### src/rtl/owf_pkg.sv
// owf_pkg: register map, field positions and reset values of the osd window/fringe slice
// assumes a 32-bit classic wishbone bus, one register per aligned word
package owf_pkg;
  // register indices; byte address is four times the index
  localparam logic [11:0] IDX_CTRL = 12'hF8F;
  localparam logic [11:0] IDX_FRINGE = 12'hF90;
  localparam logic [11:0] IDX_ROUTE = 12'hF91;
  localparam logic [11:0] IDX_UPPER = 12'hF92;
  localparam logic [11:0] IDX_LOWER = 12'hF93;
  localparam logic [11:0] IDX_STATUS = 12'hF9F;
  // control register fields
  localparam int CTRL_DISP_BIT = 0;
  localparam int CTRL_WIN_BIT = 1;
  localparam int CTRL_VMODE_BIT = 3;
  // route register uses bits 7..4 only
  localparam int ROUTE_LSB = 4;
  // status register fields
  localparam int STAT_INWIN_BIT = 10;
  // reset values
  localparam logic [7:0] CTRL_RST = 8'h00;
  localparam logic [7:0] FRINGE_RST = 8'h00;
  localparam logic [3:0] ROUTE_RST = 4'h0;
  localparam logic [7:0] UPPER_RST = 8'h00;
  localparam logic [7:0] LOWER_RST = 8'h00;
  // number of character rows with their own fringe bit
  localparam int ROWS = 8;
endpackage

### src/rtl/owf_window_fringe_ctrl.sv
// owf_window_fringe_ctrl: osd vertical window, per-row fringing and port-6 pin routing
// assumes classic wishbone master, hsync/vsync one-cycle pulses synchronous to clk_i
`timescale 1ns/10ps
module owf_window_fringe_ctrl #(
  parameter int ADR_W = 14,
  parameter int LINE_W = 10,
  parameter int HW = 5
) (
  input wire logic clk_i,
  input wire logic rst_i,
  input wire logic cyc_i,
  input wire logic stb_i,
  input wire logic we_i,
  input wire logic [ADR_W-1:0] adr_i,
  input wire logic [3:0] sel_i,
  input wire logic [31:0] dat_i,
  output logic [31:0] dat_o,
  output logic ack_o,
  input wire logic hsync_i,
  input wire logic vsync_i,
  input wire logic [3:0] osd_rgbyl_i,
  input wire logic [3:0] port6_latch_i,
  input wire logic [2:0] row_sel_i,
  input wire logic [HW-1:0] base_height_i,
  output logic [3:0] osd_rgbyl_o,
  output logic [3:0] port6_pin_o,
  output logic [HW:0] row_height_o,
  output logic in_window_o
);
  logic ack_reg, ack_next;
  logic [31:0] dat_reg, dat_next;
  logic [7:0] osd_main_control_reg, ctrl_next;
  logic [7:0] line_fringe_enable_reg, fringe_next;
  logic [3:0] port6_output_route_reg, route_next;
  logic [7:0] window_upper_limit_reg, upper_next;
  logic [7:0] window_lower_limit_reg, lower_next;
  logic [LINE_W-1:0] line_cnt_reg, line_cnt_next;
  logic in_win_reg, in_win_next;
  logic [3:0] osd_reg, osd_next;
  logic [3:0] pin_reg, pin_next;
  logic [LINE_W-1:0] window_top_position;
  logic [LINE_W-1:0] window_bottom_position;
  logic window_function_on, vertical_display_mode_sel, show;
  logic wr_commit;

  // index match on a word address, used by the write and read decoders
  function automatic logic idx_hit(input logic [ADR_W-1:0] adr, input logic [11:0] idx);
    idx_hit = (adr[ADR_W-1:2] == idx[ADR_W-3:0]);
  endfunction

  // write lands at the edge where the master samples ack high
  assign wr_commit = cyc_i & stb_i & we_i & ack_reg & sel_i[0];
  assign window_function_on = osd_main_control_reg[owf_pkg::CTRL_WIN_BIT];
  assign vertical_display_mode_sel = osd_main_control_reg[owf_pkg::CTRL_VMODE_BIT];

  // bus slave: ack one cycle after request, dropped the cycle after
  always_comb begin
    ack_next = cyc_i & stb_i & ~ack_reg;
    dat_next = 32'h0000_0000;
    // registers are write-only; only status reads back, unmapped reads zero
    if (idx_hit(adr_i, owf_pkg::IDX_STATUS)) begin
      dat_next[LINE_W-1:0] = line_cnt_reg;
      dat_next[owf_pkg::STAT_INWIN_BIT] = in_win_reg;
    end
    ctrl_next = osd_main_control_reg;
    fringe_next = line_fringe_enable_reg;
    route_next = port6_output_route_reg;
    upper_next = window_upper_limit_reg;
    lower_next = window_lower_limit_reg;
    // whole-byte stores only; no partial field update is offered
    if (wr_commit) begin
      if (idx_hit(adr_i, owf_pkg::IDX_CTRL)) begin
        ctrl_next = dat_i[7:0];
      end
      if (idx_hit(adr_i, owf_pkg::IDX_FRINGE)) begin
        fringe_next = dat_i[7:0];
      end
      if (idx_hit(adr_i, owf_pkg::IDX_ROUTE)) begin
        route_next = dat_i[7:owf_pkg::ROUTE_LSB];
      end
      if (idx_hit(adr_i, owf_pkg::IDX_UPPER)) begin
        upper_next = dat_i[7:0];
      end
      if (idx_hit(adr_i, owf_pkg::IDX_LOWER)) begin
        lower_next = dat_i[7:0];
      end
    end
  end

  always_ff @(posedge clk_i) begin
    if (rst_i) begin
      ack_reg <= 1'b0;
      dat_reg <= 32'h0000_0000;
      osd_main_control_reg <= owf_pkg::CTRL_RST;
      line_fringe_enable_reg <= owf_pkg::FRINGE_RST;
      port6_output_route_reg <= owf_pkg::ROUTE_RST;
      window_upper_limit_reg <= owf_pkg::UPPER_RST;
      window_lower_limit_reg <= owf_pkg::LOWER_RST;
    end else begin
      ack_reg <= ack_next;
      dat_reg <= dat_next;
      osd_main_control_reg <= ctrl_next;
      line_fringe_enable_reg <= fringe_next;
      port6_output_route_reg <= route_next;
      window_upper_limit_reg <= upper_next;
      window_lower_limit_reg <= lower_next;
    end
  end

  assign ack_o = ack_reg;
  assign dat_o = dat_reg;

  // window positions in line periods; normal mode counts in pairs of lines
  always_comb begin
    if (vertical_display_mode_sel) begin
      window_top_position = LINE_W'(window_upper_limit_reg);
      window_bottom_position = LINE_W'(window_lower_limit_reg);
    end else begin
      window_top_position = LINE_W'({window_upper_limit_reg, 1'b0});
      window_bottom_position = LINE_W'({window_lower_limit_reg, 1'b0});
    end
  end

  // line counter restarts on vsync; saturates so a missing vsync cannot wrap into view
  always_comb begin
    line_cnt_next = line_cnt_reg;
    if (vsync_i) begin
      line_cnt_next = '0;
    end else if (hsync_i && line_cnt_reg != {LINE_W{1'b1}}) begin
      line_cnt_next = line_cnt_reg + 1'b1;
    end
    in_win_next = (line_cnt_reg >= window_top_position) &&
                  (line_cnt_reg < window_bottom_position);
  end

  always_ff @(posedge clk_i) begin
    if (rst_i) begin
      line_cnt_reg <= '0;
      in_win_reg <= 1'b0;
    end else begin
      line_cnt_reg <= line_cnt_next;
      in_win_reg <= in_win_next;
    end
  end

  assign in_window_o = in_win_reg;

  // gate osd colour outside the window; timing inputs keep running regardless
  assign show = osd_main_control_reg[owf_pkg::CTRL_DISP_BIT] &
                (~window_function_on | in_win_reg);

  always_comb begin
    osd_next = osd_rgbyl_i & {4{show}};
  end

  // per-pin choice between port latch and osd signal
  for (genvar g = 0; g < 4; g++) begin : g_route
    always_comb begin
      pin_next[g] = port6_output_route_reg[g] ? osd_next[g] : port6_latch_i[g];
    end
  end

  always_ff @(posedge clk_i) begin
    if (rst_i) begin
      osd_reg <= 4'h0;
      pin_reg <= 4'h0;
    end else begin
      osd_reg <= osd_next;
      pin_reg <= pin_next;
    end
  end

  assign osd_rgbyl_o = osd_reg;
  assign port6_pin_o = pin_reg;

  owf_row_sizer #(
    .HW(HW)
  ) u_sizer (
    .clk_i(clk_i),
    .rst_i(rst_i),
    .line_fringe_on_i(line_fringe_enable_reg),
    .row_sel_i(row_sel_i),
    .base_height_i(base_height_i),
    .row_height_o(row_height_o)
  );
endmodule

### src/rtl/owf_row_sizer.sv
// owf_row_sizer: vertical dot height of the character row being drawn
// assumes row index and base height come synchronously from the renderer
`timescale 1ns/10ps
module owf_row_sizer #(
  parameter int HW = 5
) (
  input wire logic clk_i,
  input wire logic rst_i,
  input wire logic [7:0] line_fringe_on_i,
  input wire logic [2:0] row_sel_i,
  input wire logic [HW-1:0] base_height_i,
  output logic [HW:0] row_height_o
);
  logic [HW:0] row_height_reg;
  logic [HW:0] row_height_next;

  // one extra dot whatever the font; adjacent rows with no gap may then overlap
  always_comb begin
    row_height_next = {1'b0, base_height_i} + {{HW{1'b0}}, line_fringe_on_i[row_sel_i]};
  end

  always_ff @(posedge clk_i) begin
    if (rst_i) begin
      row_height_reg <= '0;
    end else begin
      row_height_reg <= row_height_next;
    end
  end

  assign row_height_o = row_height_reg;
endmodule

### config.mk
export PLATFORM = sky130hd
export DESIGN_NAME = owf_window_fringe_ctrl
export DESIGN_NICKNAME = d
export VERILOG_FILES = /design/src/rtl/owf_pkg.sv /design/src/rtl/owf_window_fringe_ctrl.sv /design/src/rtl/owf_row_sizer.sv
export SDC_FILE = /design/constraint.sdc
export NUM_CORES = 1
export LEC_CHECK = 0
export BUFFER_PORTS_ARGS = -buffer_cell sky130_fd_sc_hd__clkbuf_2
export CAP_MARGIN = 20
export CORE_AREA = 2 2 83 85
export DETAILED_ROUTE_END_ITERATION = 6
export DIE_AREA = 0 0 85 87
export HOLD_SLACK_MARGIN = 0.12
export PLACE_DENSITY = 0.93
export SLEW_MARGIN = 25
export SYNTH_ARGS = -nofsm -noshare
export SYNTH_HDL_FRONTEND = slang
export SYNTH_SLANG_ARGS = --single-unit
### constraint.sdc
create_clock -name clk_i -period 5.4 [get_ports clk_i]
set_clock_uncertainty 0.2 [all_clocks]
set_input_delay 0.81 -clock clk_i [delete_from_list [all_inputs] [get_ports clk_i]]
set_output_delay 0.81 -clock clk_i [all_outputs]
set_load 0.02 [all_outputs]
# Yosys cells after proc, flatten, opt, wreduce, memory -nomap -nowiden
# Index checks and enable logic that the tools add are counted.
# Widths: inputs -> output; s select.
[classes] add_sub_neg=2 bitwise=11 reduce_logical=9 order_cmp=3 mux=8 eq_ne=7
[op_table] op="$eq 12x12->1 const B" count=6
[op_table] op="$mux 9" count=2
[op_table] op="$add 10x1->10 const B" count=1
[op_table] op="$ge 10x10->1" count=1
[op_table] op="$lt 10x10->1" count=1
[op_table] op="$ne 10x10->1 const B" count=1
[op_table] op="$reduce_and 2->1" count=5
[op_table] op="$add 5x1->6" count=1
[op_table] op="$and 1x1->1" count=6
[op_table] op="$mux 1" count=5
[op_table] op="$and 4x4->4" count=1
[op_table] op="$lt 3x4->1 const B" count=1
[op_table] op="$reduce_or 2->1" count=2
[op_table] op="$bmux 1 s3" count=1
[op_table] op="$not 1->1" count=3
[op_table] op="$logic_and 1x1->1" count=2
[op_table] op="$or 1x1->1" count=1
[totals] inputBits=73 ff_bits=90 elab_cells=53

# Depth between registers and ports, before layout
# Gate-level depths: netlist of the first run.
[logic_depth] ltp_word=5 ltp_mapped=8 ltp_nobuf=7

# By module
# A second synthesis of the first run with hierarchy kept.
[unflattened] cells_unflattened=351 hier_area_um2=3462.1
[modules_own_cells] module="owf_window_fringe_ctrl" instances=1 area_per_inst_um2=3179.3 cells_each=328 seq_area_each_um2=1241.2
[modules_own_cells] module="owf_row_sizer" instances=1 area_per_inst_um2=282.8 cells_each=23 seq_area_each_um2=120.1

# Worst setup path before layout of the first run
# No wires, ideal clock.
[synth_timing] kind="input-to-reg" start="in adr_i[5]" end="reg line_fringe_enable_reg[0]" t_required_ns=5.081 arrival_ns=2.278 path_slack_ns=2.803 stages=5 cell_sequence="or3b_1 > or4_4 > or3_1 > buf_6 > mux2i_1"
[synth_via] elab_chain_len=2
[synth_lines] element="start, declared" line="owf_window_fringe_ctrl.sv:14" text="input wire logic [ADR_W-1:0] adr_i,"
[synth_lines] element="$eq 12x12->1" line="owf_window_fringe_ctrl.sv:48" text="idx_hit = (adr[ADR_W-1:2] == idx[ADR_W-3:0]);"
[synth_lines] element="$reduce_and 2->1 (no source line)"
[synth_lines] element="end signal, assigned" line="owf_window_fringe_ctrl.sv:95" text="line_fringe_enable_reg <= owf_pkg::FRINGE_RST;"
[synth_lines] element="end signal, assigned" line="owf_window_fringe_ctrl.sv:103" text="line_fringe_enable_reg <= fringe_next;"
[synth_lines] element="end, declared" line="owf_window_fringe_ctrl.sv:33" text="logic [7:0] line_fringe_enable_reg, fringe_next;"
# No other way between the ends.
# A chain may end at the register's enable or synchronous reset.

# Worst setup path after layout of the first run
[layout_timing] start="in adr_i[5]" end="reg line_fringe_enable_reg[2]"
# The elaborated chain is that of the path after synthesis.

==> run metrics, run 1 <==
post-synthesis sequential area ratio=approximately two fifths; Max stage delay on crit path=~0.55 ns; most common cell after layout, fill and taps aside=clkbuf_2; Compound-Gate Fraction of Synth Area=under 10%; multi-input logic area=approximately 0.0019 mm²; Critical Path RT=5.42 ns; core area=about 0.0066 mm²; placed instance area=approximately 0.0037 mm²; Critical Path Slowest Stage Cell=or3_1; WP buf/inv=1; setup_tns=0 ns; GRT Residual Overflow=0; CTS tree=built; post-synthesis mux area share=15.1%; HPWL Detailed=roughly 5.2 mm; worst skew pair latency=0.35 ns; ys async rst share=0%; max_cap viols=0; routed wire length=7.21 mm; Bufs on Longest Clock Path=2; vias in the first global route=2,499; Starting Density=52.2%; synthesized flop and latch total=around 70; combinational family with the most area after synthesis=simple AND/OR/NAND/NOR gates; Worst Setup End Kind=flop; share of cells above drive strength 1=approximately 26%; synth warn=0; Tot Pwr=between 1 and 1.5 mW; post-synthesis simple-gate area fraction=between 20% and 30%; Hold Crit Class=flop to flop; WS Path Type=input port to flop; wire per inst=14.5 µm; Post-Synth XOR/XNOR Area=1.28%; fillers=486; # port buffers=70; cell-internal power=between 0.7 and 0.8 mW; register area=between 0.001 and 0.0015 mm²; post-route cell area=around 0.0040 mm²; CTS Buf Count=9; largest net degree at the start of global routing=56; part of the power in the clock network=42.9%; CTS root buffer=clkbuf_8; Logic pwr share=roughly 6.8%; Fmax=slightly below 0.4 GHz; io pins=between 100 and 150; initial antenna violation count=0; Sink Count=between 60 and 70; die area=roughly 0.0074 mm²; PD cells=between 200 and 300 mW/mm²; clk slew on worst S/H paths=approximately 0.080 ns; Die Wd=roughly 85 µm; outcome=finished clean; Max Slew Vio Count=0; Final GP Congestion=about 0.85; # DRC=0; Setup crit start kind=input port; Max-Slew Margin vs Limit=39.5%; post-route ant nets=0; Post-Synth Adder-Cell Area=roughly 7.3%; P&R area growth vs syn=15.3%; delay-heaviest family, CP=simple AND/OR/NAND/NOR gates; post-CTS setup buffers=0; Cells after Synth=between 300 and 400; Post-synth EDFFs=0; ys flop type=dfxtp_1; arrival time worst endpoint=roughly 2.6 ns; final hold violations=0; critical path, cell by cell=clkbuf_2 > or3b_1 > or4_4 > or3_1 > mux2i_1; Max FO, Critical Path=8; Peak VDD IR=around 0.00018 V; Leak=1.76 nW; most frequent cells in the layout=70 x clkbuf_2, 68 x dfxtp_1, 46 x mux2i_1, 30 x nand2b_1, 21 x conb_1; DR vias=2,675; Hold Buf Count CTS=0; Net Sw Power=around 0.26 mW; worst slew pin tran=0.906 ns; Avg Cell Area, Syn=between 10 and 15 µm²; Ant. Diodes=0; Seq pwr share=about half; Largest register FFs=11; Net Sw Frac=about a quarter; GRT Overall Usage=between 10% and 20%; min Tclk post-route=approximately 2.6 ns; unrepaired setup endpoints after global routing=false; H-tree levels=3; Die Ht=slightly below 90 µm; Rows=30; synth unique cells=49; First-pass DRT Iterations=4; Final Cycle Share=between 40% and 50%; vias per cell=5.39; initial DRC count=between 150 and 200; global-route wire length before repair=11.5 mm; nets@finish=504; Mapped Area=~0.0034 mm²; Post-CTS Resized=0; Setup violations, final=0
[final timing paths]
| kind | from | endpoint | slack, ns | depth (start not counted) |
|---|---|---|---|---|
| worst max-delay path | adr_i[5] | line_fringe_enable_reg[2] | 2.83 | 5 |
| worst min-delay path | ack_o | ack_o | 0.28 | 1 |
| worst min register to register | ack_o | ack_o | 0.28 | 1 |
| worst max register to register | osd_main_control_reg[3] | in_window_o | 2.86 | 6 |
[cell usage after synthesis (2+ instances only)]
cell type | n | area (µm²)
mux4_2 | 2 | 45.0
xnor2_1 | 2 | 17.5
dfxtp_1 | 68 | 1360
ha_1 | 20 | 250
nand3_1 | 13 | 65.1
buf_4 | 21 | 158
a21oi_1 | 13 | 65.1
nand4_1 | 7 | 43.8
nor2_1 | 12 | 45.0
mux2i_1 | 46 | 460
nor2b_1 | 4 | 25.0
o31ai_1 | 2 | 15.0
a211oi_1 | 2 | 15.0
and2_1 | 16 | 100
o21ai_0 | 6 | 30.0
nand2b_1 | 30 | 188
nor4_1 | 2 | 12.5
clkbuf_1 | 9 | 33.8
nor3b_1 | 2 | 15.0
xor2_1 | 3 | 26.3
nand4b_1 | 3 | 26.3
nand2_1 | 7 | 26.3
inv_1 | 3 | 11.3
nor3_1 | 5 | 25.0
or3_1 | 5 | 31.3
or2b_2 | 15 | 131
[metrics by stage]
stage	util [%]	cells	setup slack, ns	hold slack, ns
3_3_place_gp	57.0	480	2.53	0.231
2_1_floorplan	-	361	2.80	0.249
5_1_grt	60.2	496	2.62	0.285
3_5_place_dp	57.0	480	2.47	0.259
4_1_cts	60.2	496	2.86	0.271
6_report	60.2	496	2.83	0.277
[worst reg2reg max path, delay by kind of cell (launching register included)]
family	cells	cell delay [ns]
compound gates	3	0.70
simple gates	1	0.07
mux	1	0.30
flops	1	0.92
fa+ha+maj	1	0.28
[cell families (layout without fill, tap and decap cells)]
logic type | Yosys count | after routing
AND/OR/NAND/NOR | 131 | 131
flip-flops | 68 | 68
multiplexers | 49 | 49
buffers and inverters | 36 | 91
AO/OA/AOI/OAI | 31 | 31
adder cells (fa/ha/maj) | 20 | 20
XOR/XNOR | 5 | 5
other | 1 | 21
[power by group through the flow]
| stage | sequential, mW | combinational (mW) | clock, mW |
|---|---|---|---|
| after floorplan | 0.524 | 0.0477 | 0 |
| after global placement | 0.519 | 0.0657 | 0 |
| after detailed placement | 0.519 | 0.0674 | 0 |
| after CTS | 0.507 | 0.0678 | 0.439 |
| after global routing | 0.508 | 0.0740 | 0.461 |
| final | 0.508 | 0.0684 | 0.433 |
[area by class of cell]
cell class	instances	share of cell area, %
timing repair buffer	72	9.24
clock inverter	7	2.09
inverter	3	0.285
tap	80	2.53
sequential	68	34.4
clock buffer	9	3.13
multi-input combinational	257	48.3
[metal layers]
layer	up-vias	track usage [%]	wire, µm
li1	1312	-	-
met1	1273	23.3	3080
met2	74	32.6	3650
met3	16	4.27	299
met4	0	9.38	178
met5	-	0	0
Note: power is estimated with default switching activity, not from simulation.
==> run 2, diff against run 1 <==
- CORE_AREA: 2 2 83 85 -> 2 2 86 88
- DIE_AREA: 0 0 85 87 -> 0 0 88 90
- PLACE_DENSITY: 0.93 -> 0.88
- clock period: 5.4 -> 2.5 ns (I/O delays scaled with it)
==> run 2 against run 1 <==
Critical path depth grew 1. Total power rose by 130%. Register-to-register slack worse by 2.7 ns. Critical path type unchanged. Largest cell class unchanged. Highest routed layer unchanged.
==> run metrics, run 2 (synthesis results as in run 1) <==
critical path, cell by cell=dlygate4sd3_1 > clkbuf_2 > nand4b_1 > or4_4 > or3_1 > mux2i_1; Setup crit start kind=input port; Max FO, Critical Path=8; # port buffers=70; core area=roughly 0.007 mm²; unrepaired setup endpoints after global routing=false; DR vias=2,763; CTS Buf Count=9; WS Path Type=input port to flop; worst slew pin tran=roughly 0.67 ns; Critical Path Slowest Stage Cell=or3_1; H-tree levels=3; min Tclk post-route=between 2 and 2.5 ns; Largest register FFs=11; initial antenna violation count=0; met3 WL post-DR=~470 µm; max_cap viols=0; First-pass DRT Iterations=4; GRT Residual Overflow=0; HPWL Detailed=5.30 mm; routed wire length=a little over 8 mm; most frequent cells in the layout=70 x clkbuf_2, 67 x dfxtp_1, 46 x mux2i_1, 30 x nand2b_1, 21 x conb_1; WL met2=4.19 mm; Finished Core Util=roughly three fifths; Worst Setup End Kind=flop; largest net degree at the start of global routing=38; wire per inst=15.4 µm; GRT Overall Usage=20.6%; PD cells=between 500 and 600 mW/mm²; Max Slew Vio Count=0; Leak=1.85 nW; setup_tns=0 ns; global-route wire length before repair=12.7 mm; # DRC=0; vias in the first global route=about 2,700; Worst path depth=6; fillers=between 500 and 600; io pins=between 100 and 150; Tot Pwr=2.28 mW; Die Wd=~88 µm; arrival time worst endpoint=2.42 ns; final hold violations=0; CTS tree=built; most common cell after layout, fill and taps aside=clkbuf_2; Max-Slew Margin vs Limit=55.2%; Max stage delay on crit path=roughly 0.55 ns; vias per cell=around 5.2; Rows=31; delay-heaviest family, CP=simple AND/OR/NAND/NOR gates; slack of the critical path=~0.15 ns; Critical Path RT=about 2.6 ns; P&R area growth vs syn=21.7%; clk slew on worst S/H paths=roughly 0.080 ns; worst hold margin=0.141 ns; CTS root buffer=clkbuf_8; worst-case reg-to-reg path depth=6; Setup violations, final=0; die area=around 0.008 mm²; Sink Count=just under 70; Hold Path Depth=3; Ant. Diodes=0; Die Ht=~90 µm; met1 wire length=3.31 mm; post-CTS setup buffers=0; WP buf/inv=2; post-route ant nets=0; share of cells above drive strength 1=~26%; nets@finish=~520; Fmax=roughly 0.43 GHz; Starting Density=approximately half; Bufs on Longest Clock Path=2; worst skew pair latency=0.35 ns; Final GP Congestion=approximately 0.87; pre-CTS setup slack=around 0.042 ns; initial DRC count=roughly 160; Final Cycle Share=94.1%; outcome=finished clean; Peak VDD IR=~0.00023 V; top sig layer=met4; Hold Crit Class=input port to flop
==> run 2: cell count changes in the layout (fill, tap and decap cells not counted), moves of 2 or more <==
cell           previous run  this run
clkinv_2                  0         2
buf_4                     2         5
dlygate4sd3_1             0        15
inv_6                     3         0
==> run 2: area by class of cell <==
class | count | area, µm² | area share [%]
clock buffers | 10 | 138 | 3.30
multi-input cells | 257 | 1910 | 45.8
repair buffers | 90 | 538 | 12.9
clock inverters | 6 | 87.6 | 2.10
flip-flops and latches | 68 | 1360 | 32.7
well taps | 99 | 124 | 2.97
inverters | 3 | 11.3 | 0.270
==> run 2: worst min-delay path, cell delays in order <==
cell      delay, ns
clkbuf_2       0.10
nor2_1         0.07
o311a_1        0.11
==> run 2: report_power, final <==
group          switching, mW  internal, mW  total, mW
Sequential           0.00456          1.09       1.10
Clock                  0.428         0.588       1.02
Combinational         0.0994        0.0705      0.170
==> run 2: final timing paths <==
path | startpoint | to | slack (ns)
max | stb_i | line_fringe_enable_reg[4] | 0.15
min | vsync_i | line_cnt_reg[8] | 0.14
max reg2reg | line_fringe_enable_reg[7] | u_sizer.row_height_o[5] | 0.20
min reg2reg | ack_o | ack_o | 0.26
==> run 2: what timing repair did <==
action                                  in CTS  in global routing
endpoints found under the hold margin       13                  0
hold buffers                                15                  0
endpoints found under the setup margin       0                  1
resized for setup                            0                  1
==> run 2: layer usage <==
| layer | GRT usage [%] | vias up |
|---|---|---|
| li1 | - | 1339 |
| met1 | 22.3 | 1296 |
| met2 | 35.6 | 99 |
| met3 | 5.88 | 29 |
| met4 | 10.5 | 0 |
| met5 | 0 | - |
==> run 2: metrics by stage <==
step,instance area (µm²),cells
4_1_cts,4170,533
5_1_grt,4170,533
3_5_place_dp,3790,502
3_3_place_gp,3790,502
2_1_floorplan,3500,361
6_report,4170,533
==> run 3, diff against run 2 <==
- ABC_AREA: default -> 1
- CORE_AREA: 2 2 86 88 -> 2 2 88 90
- DIE_AREA: 0 0 88 90 -> 0 0 90 92
- PLACE_DENSITY: 0.88 -> 0.87
==> run 3 against run 2 <==
Setup slack better by 0.23 ns. Die area is 4.5% higher. Sequential power hardly changed. Total power is 7.1% lower. First-iteration DRC count is 50% lower. Clock power is 20% lower. Clock-buffer cell count is 1 higher. Synthesized cell count is 50% higher. Final cell count is 32% higher. Non-clock buffer count is 2 lower. Cell area is 1.3% higher. Maximum frequency is 11% higher. Critical path type is now flop to flop.
==> run metrics, run 3 <==
outcome=finished clean; wire per inst=approximately 11 µm; met1 usage=about a fifth; DR vias=approximately 3,300; Hold Startpoint=dat_i[2]; H-tree levels=3; unrepaired setup endpoints after global routing=false; Fmax=~0.47 GHz; placed insts=675; Cells after Synth=~510; Die Wd=around 90 µm; CP most frequent cell=nand2_1; Hold EP=window_lower_limit_reg[2]; r2r setup slk=0.38 ns; vias per cell=about 4.6; Non-Filler Instances=between 700 and 800; setup_tns=0 ns; Finished Core Util=a little under three fifths; clk slew on worst S/H paths=0.08 ns; post-route cell area=0.00422 mm²; Leak=between 1.5 and 2 nW; initial DRC count=80; met2 Track Usage GR=approximately 35%; synthesized flop and latch total=68; largest net degree at the start of global routing=20; GRT Residual Overflow=0; global-route wire length before repair=between 10 and 15 mm; Bufs on Longest Clock Path=2; Max Slew Vio Count=0; Post-synth EDFFs=0; WS Path Type=flop to flop; Sink Count=68; R2R Path End=in_window_o; synth unique cells=31; GRT Overall Usage=19.3%; io pins=roughly 120; Synth top cells by count=127 x nand2_1, 123 x nor2_1, 68 x dfxtp_1; Hold Path Depth=5; # port buffers=70; share of cells above drive strength 1=between 10% and 20%; synth warn=0; P&R area growth vs syn=19.0%; # DRC=0; most frequent cells in the layout=127 x nand2_1, 123 x nor2_1, 70 x clkbuf_2, 68 x dfxtp_1, 44 x inv_1; most common cell after layout, fill and taps aside=nand2_1; die area=0.00828 mm²; top-area cell type share of the netlist area=38.4%; Ant. Diodes=0; PD cells=roughly 500 mW/mm²; Tot Pwr=2.12 mW; min Tclk post-route=around 2.1 ns; CTS Buf Count=9; worst skew pair latency=0.35 ns; First-pass DRT Iterations=4; CTS root buffer=clkbuf_8; core area=roughly 0.0074 mm²; Mapped Area=between 0.003 and 0.004 mm²; slack of the critical path=approximately 0.38 ns; Die Ht=between 90 and 100 µm; Rows=32; Setup crit start kind=flop; ys async rst share=0%; Final Cycle Share=a little over four fifths; Max stage delay on crit path=0.47 ns; nets@finish=just under 700; Critical Path RT=2.58 ns; final hold violations=0; Max FO, Critical Path=10; worst hold margin=around 0.17 ns; critical path, cell by cell=clkinv_1 > o21ai_0 > ha_1 > a21o_1 > nor2_1 > nand2_1 > nand2_1 > nand2_1 > nor2_1; HPWL Detailed=5.58 mm; initial antenna violation count=0; worst-case reg-to-reg path depth=9; Starting Density=between 40 and 50%; most numerous cell in the Yosys netlist=nand2_1; R2R Path Start=osd_main_control_reg[3]; pre-CTS setup slack=0.399 ns; Post-CTS Resized=0; Largest register FFs=11; leading area contributor after synthesis=dfxtp_1; arrival time worst endpoint=~2.2 ns; max_cap viols=0; post-route ant nets=0; post-synthesis sequential area ratio=about two fifths; CTS tree=built; Max-Slew Margin vs Limit=between 60% and 70%; Avg Cell Area, Syn=between 6 and 7 µm²; Worst Setup End Kind=flop; Setup violations, final=0; ys flop type=dfxtp_1; top cells by area, synth=dfxtp_1 38%, nand2_1 13%, nor2_1 13%; Most Crowded Layer GR=met2; fillers=between 600 and 700; placed instance area=between 0.003 and 0.004 mm²; Critical Path Slowest Stage Cell=dfxtp_1; vias in the first global route=roughly 3,100; global routing usage on met3=between 6 and 7%; worst slew pin tran=just over 0.5 ns; Peak VDD IR=between 0.0002 and 0.0003 V; routed wire length=about 7.6 mm; Final GP Congestion=0.856; Hold Crit Class=input port to flop
==> run 3: cell types whose count changed after synthesis, moves of 15 or more <==
cell and change:
and2_1 -16, inv_1 +41, mux2i_1 -40, nand2_1 +120, nand2b_1 -30, nor2_1 +111
or2b_2 -15
==> run 3: what timing repair did <==
item,CTS,global route
endpoints found under the hold margin,13,0
buffers inserted,0,0
hold buffers,15,0
==> run 3: cell type report <==
cell class	count	area [µm²]	area share, %
Multi-Input combinational cell	384	1850	43.9
Sequential cell	68	1360	32.2
Timing Repair Buffer	88	523	12.4
Inverter	48	180	4.27
Clock buffer	11	141	3.35
Tap cell	102	128	3.02
Clock inverter	5	37.5	0.889
==> run 3: worst max path at each step <==
stage	from	end	slack, ns	cells past startpoint
finish	osd_main_control_reg[3]	in_window_o	0.38	9
CTS	osd_main_control_reg[3]	in_window_o	0.36	9
floorplan	osd_main_control_reg[3]	in_window_o	0.59	12
global placement	row_sel_i[0]	u_sizer.row_height_o[4]	0.44	13
global route	line_fringe_enable_reg[0]	u_sizer.row_height_o[3]	0.17	11
detailed placement	osd_main_control_reg[3]	in_window_o	0.40	9
==> run 3: critical path: cells and delay by family (launching register included) <==
family / cells / cell delay [ns]
buf+inv: 1 / 0.27
compound gates: 2 / 0.46
fa+ha+maj: 1 / 0.29
flops: 1 / 0.47
simple gates: 5 / 0.36
==> run 3: logic make-up after synthesis <==
| group | Yosys count | synth area share, % |
|---|---|---|
| compound gates | 38 | 5.64 |
| xor+xnor | 2 | 0.494 |
| fa+ha+maj | 20 | 7.05 |
| buf+inv | 81 | 11.6 |
| flops | 68 | 38.4 |
| mux | 6 | 1.69 |
| other cells | 1 | 0.106 |
| simple gates | 297 | 35.1 |
==> run 3: metal layers <==
metal | routed length [µm] | vias to the layer above
met5 | 0 | -
met1 | 3210 | 1451
met4 | 114 | 0
li1 | - | 1727
met2 | 3870 | 85
met3 | 399 | 10
==> run 3: report_power, final <==
group | leakage (nW) | switching, mW | internal (mW) | total (mW)
clock | 0.0855 | 0.427 | 0.388 | 0.815
combinational | 1.36 | 0.129 | 0.0749 | 0.204
sequential | 0.550 | 0.00573 | 1.09 | 1.10
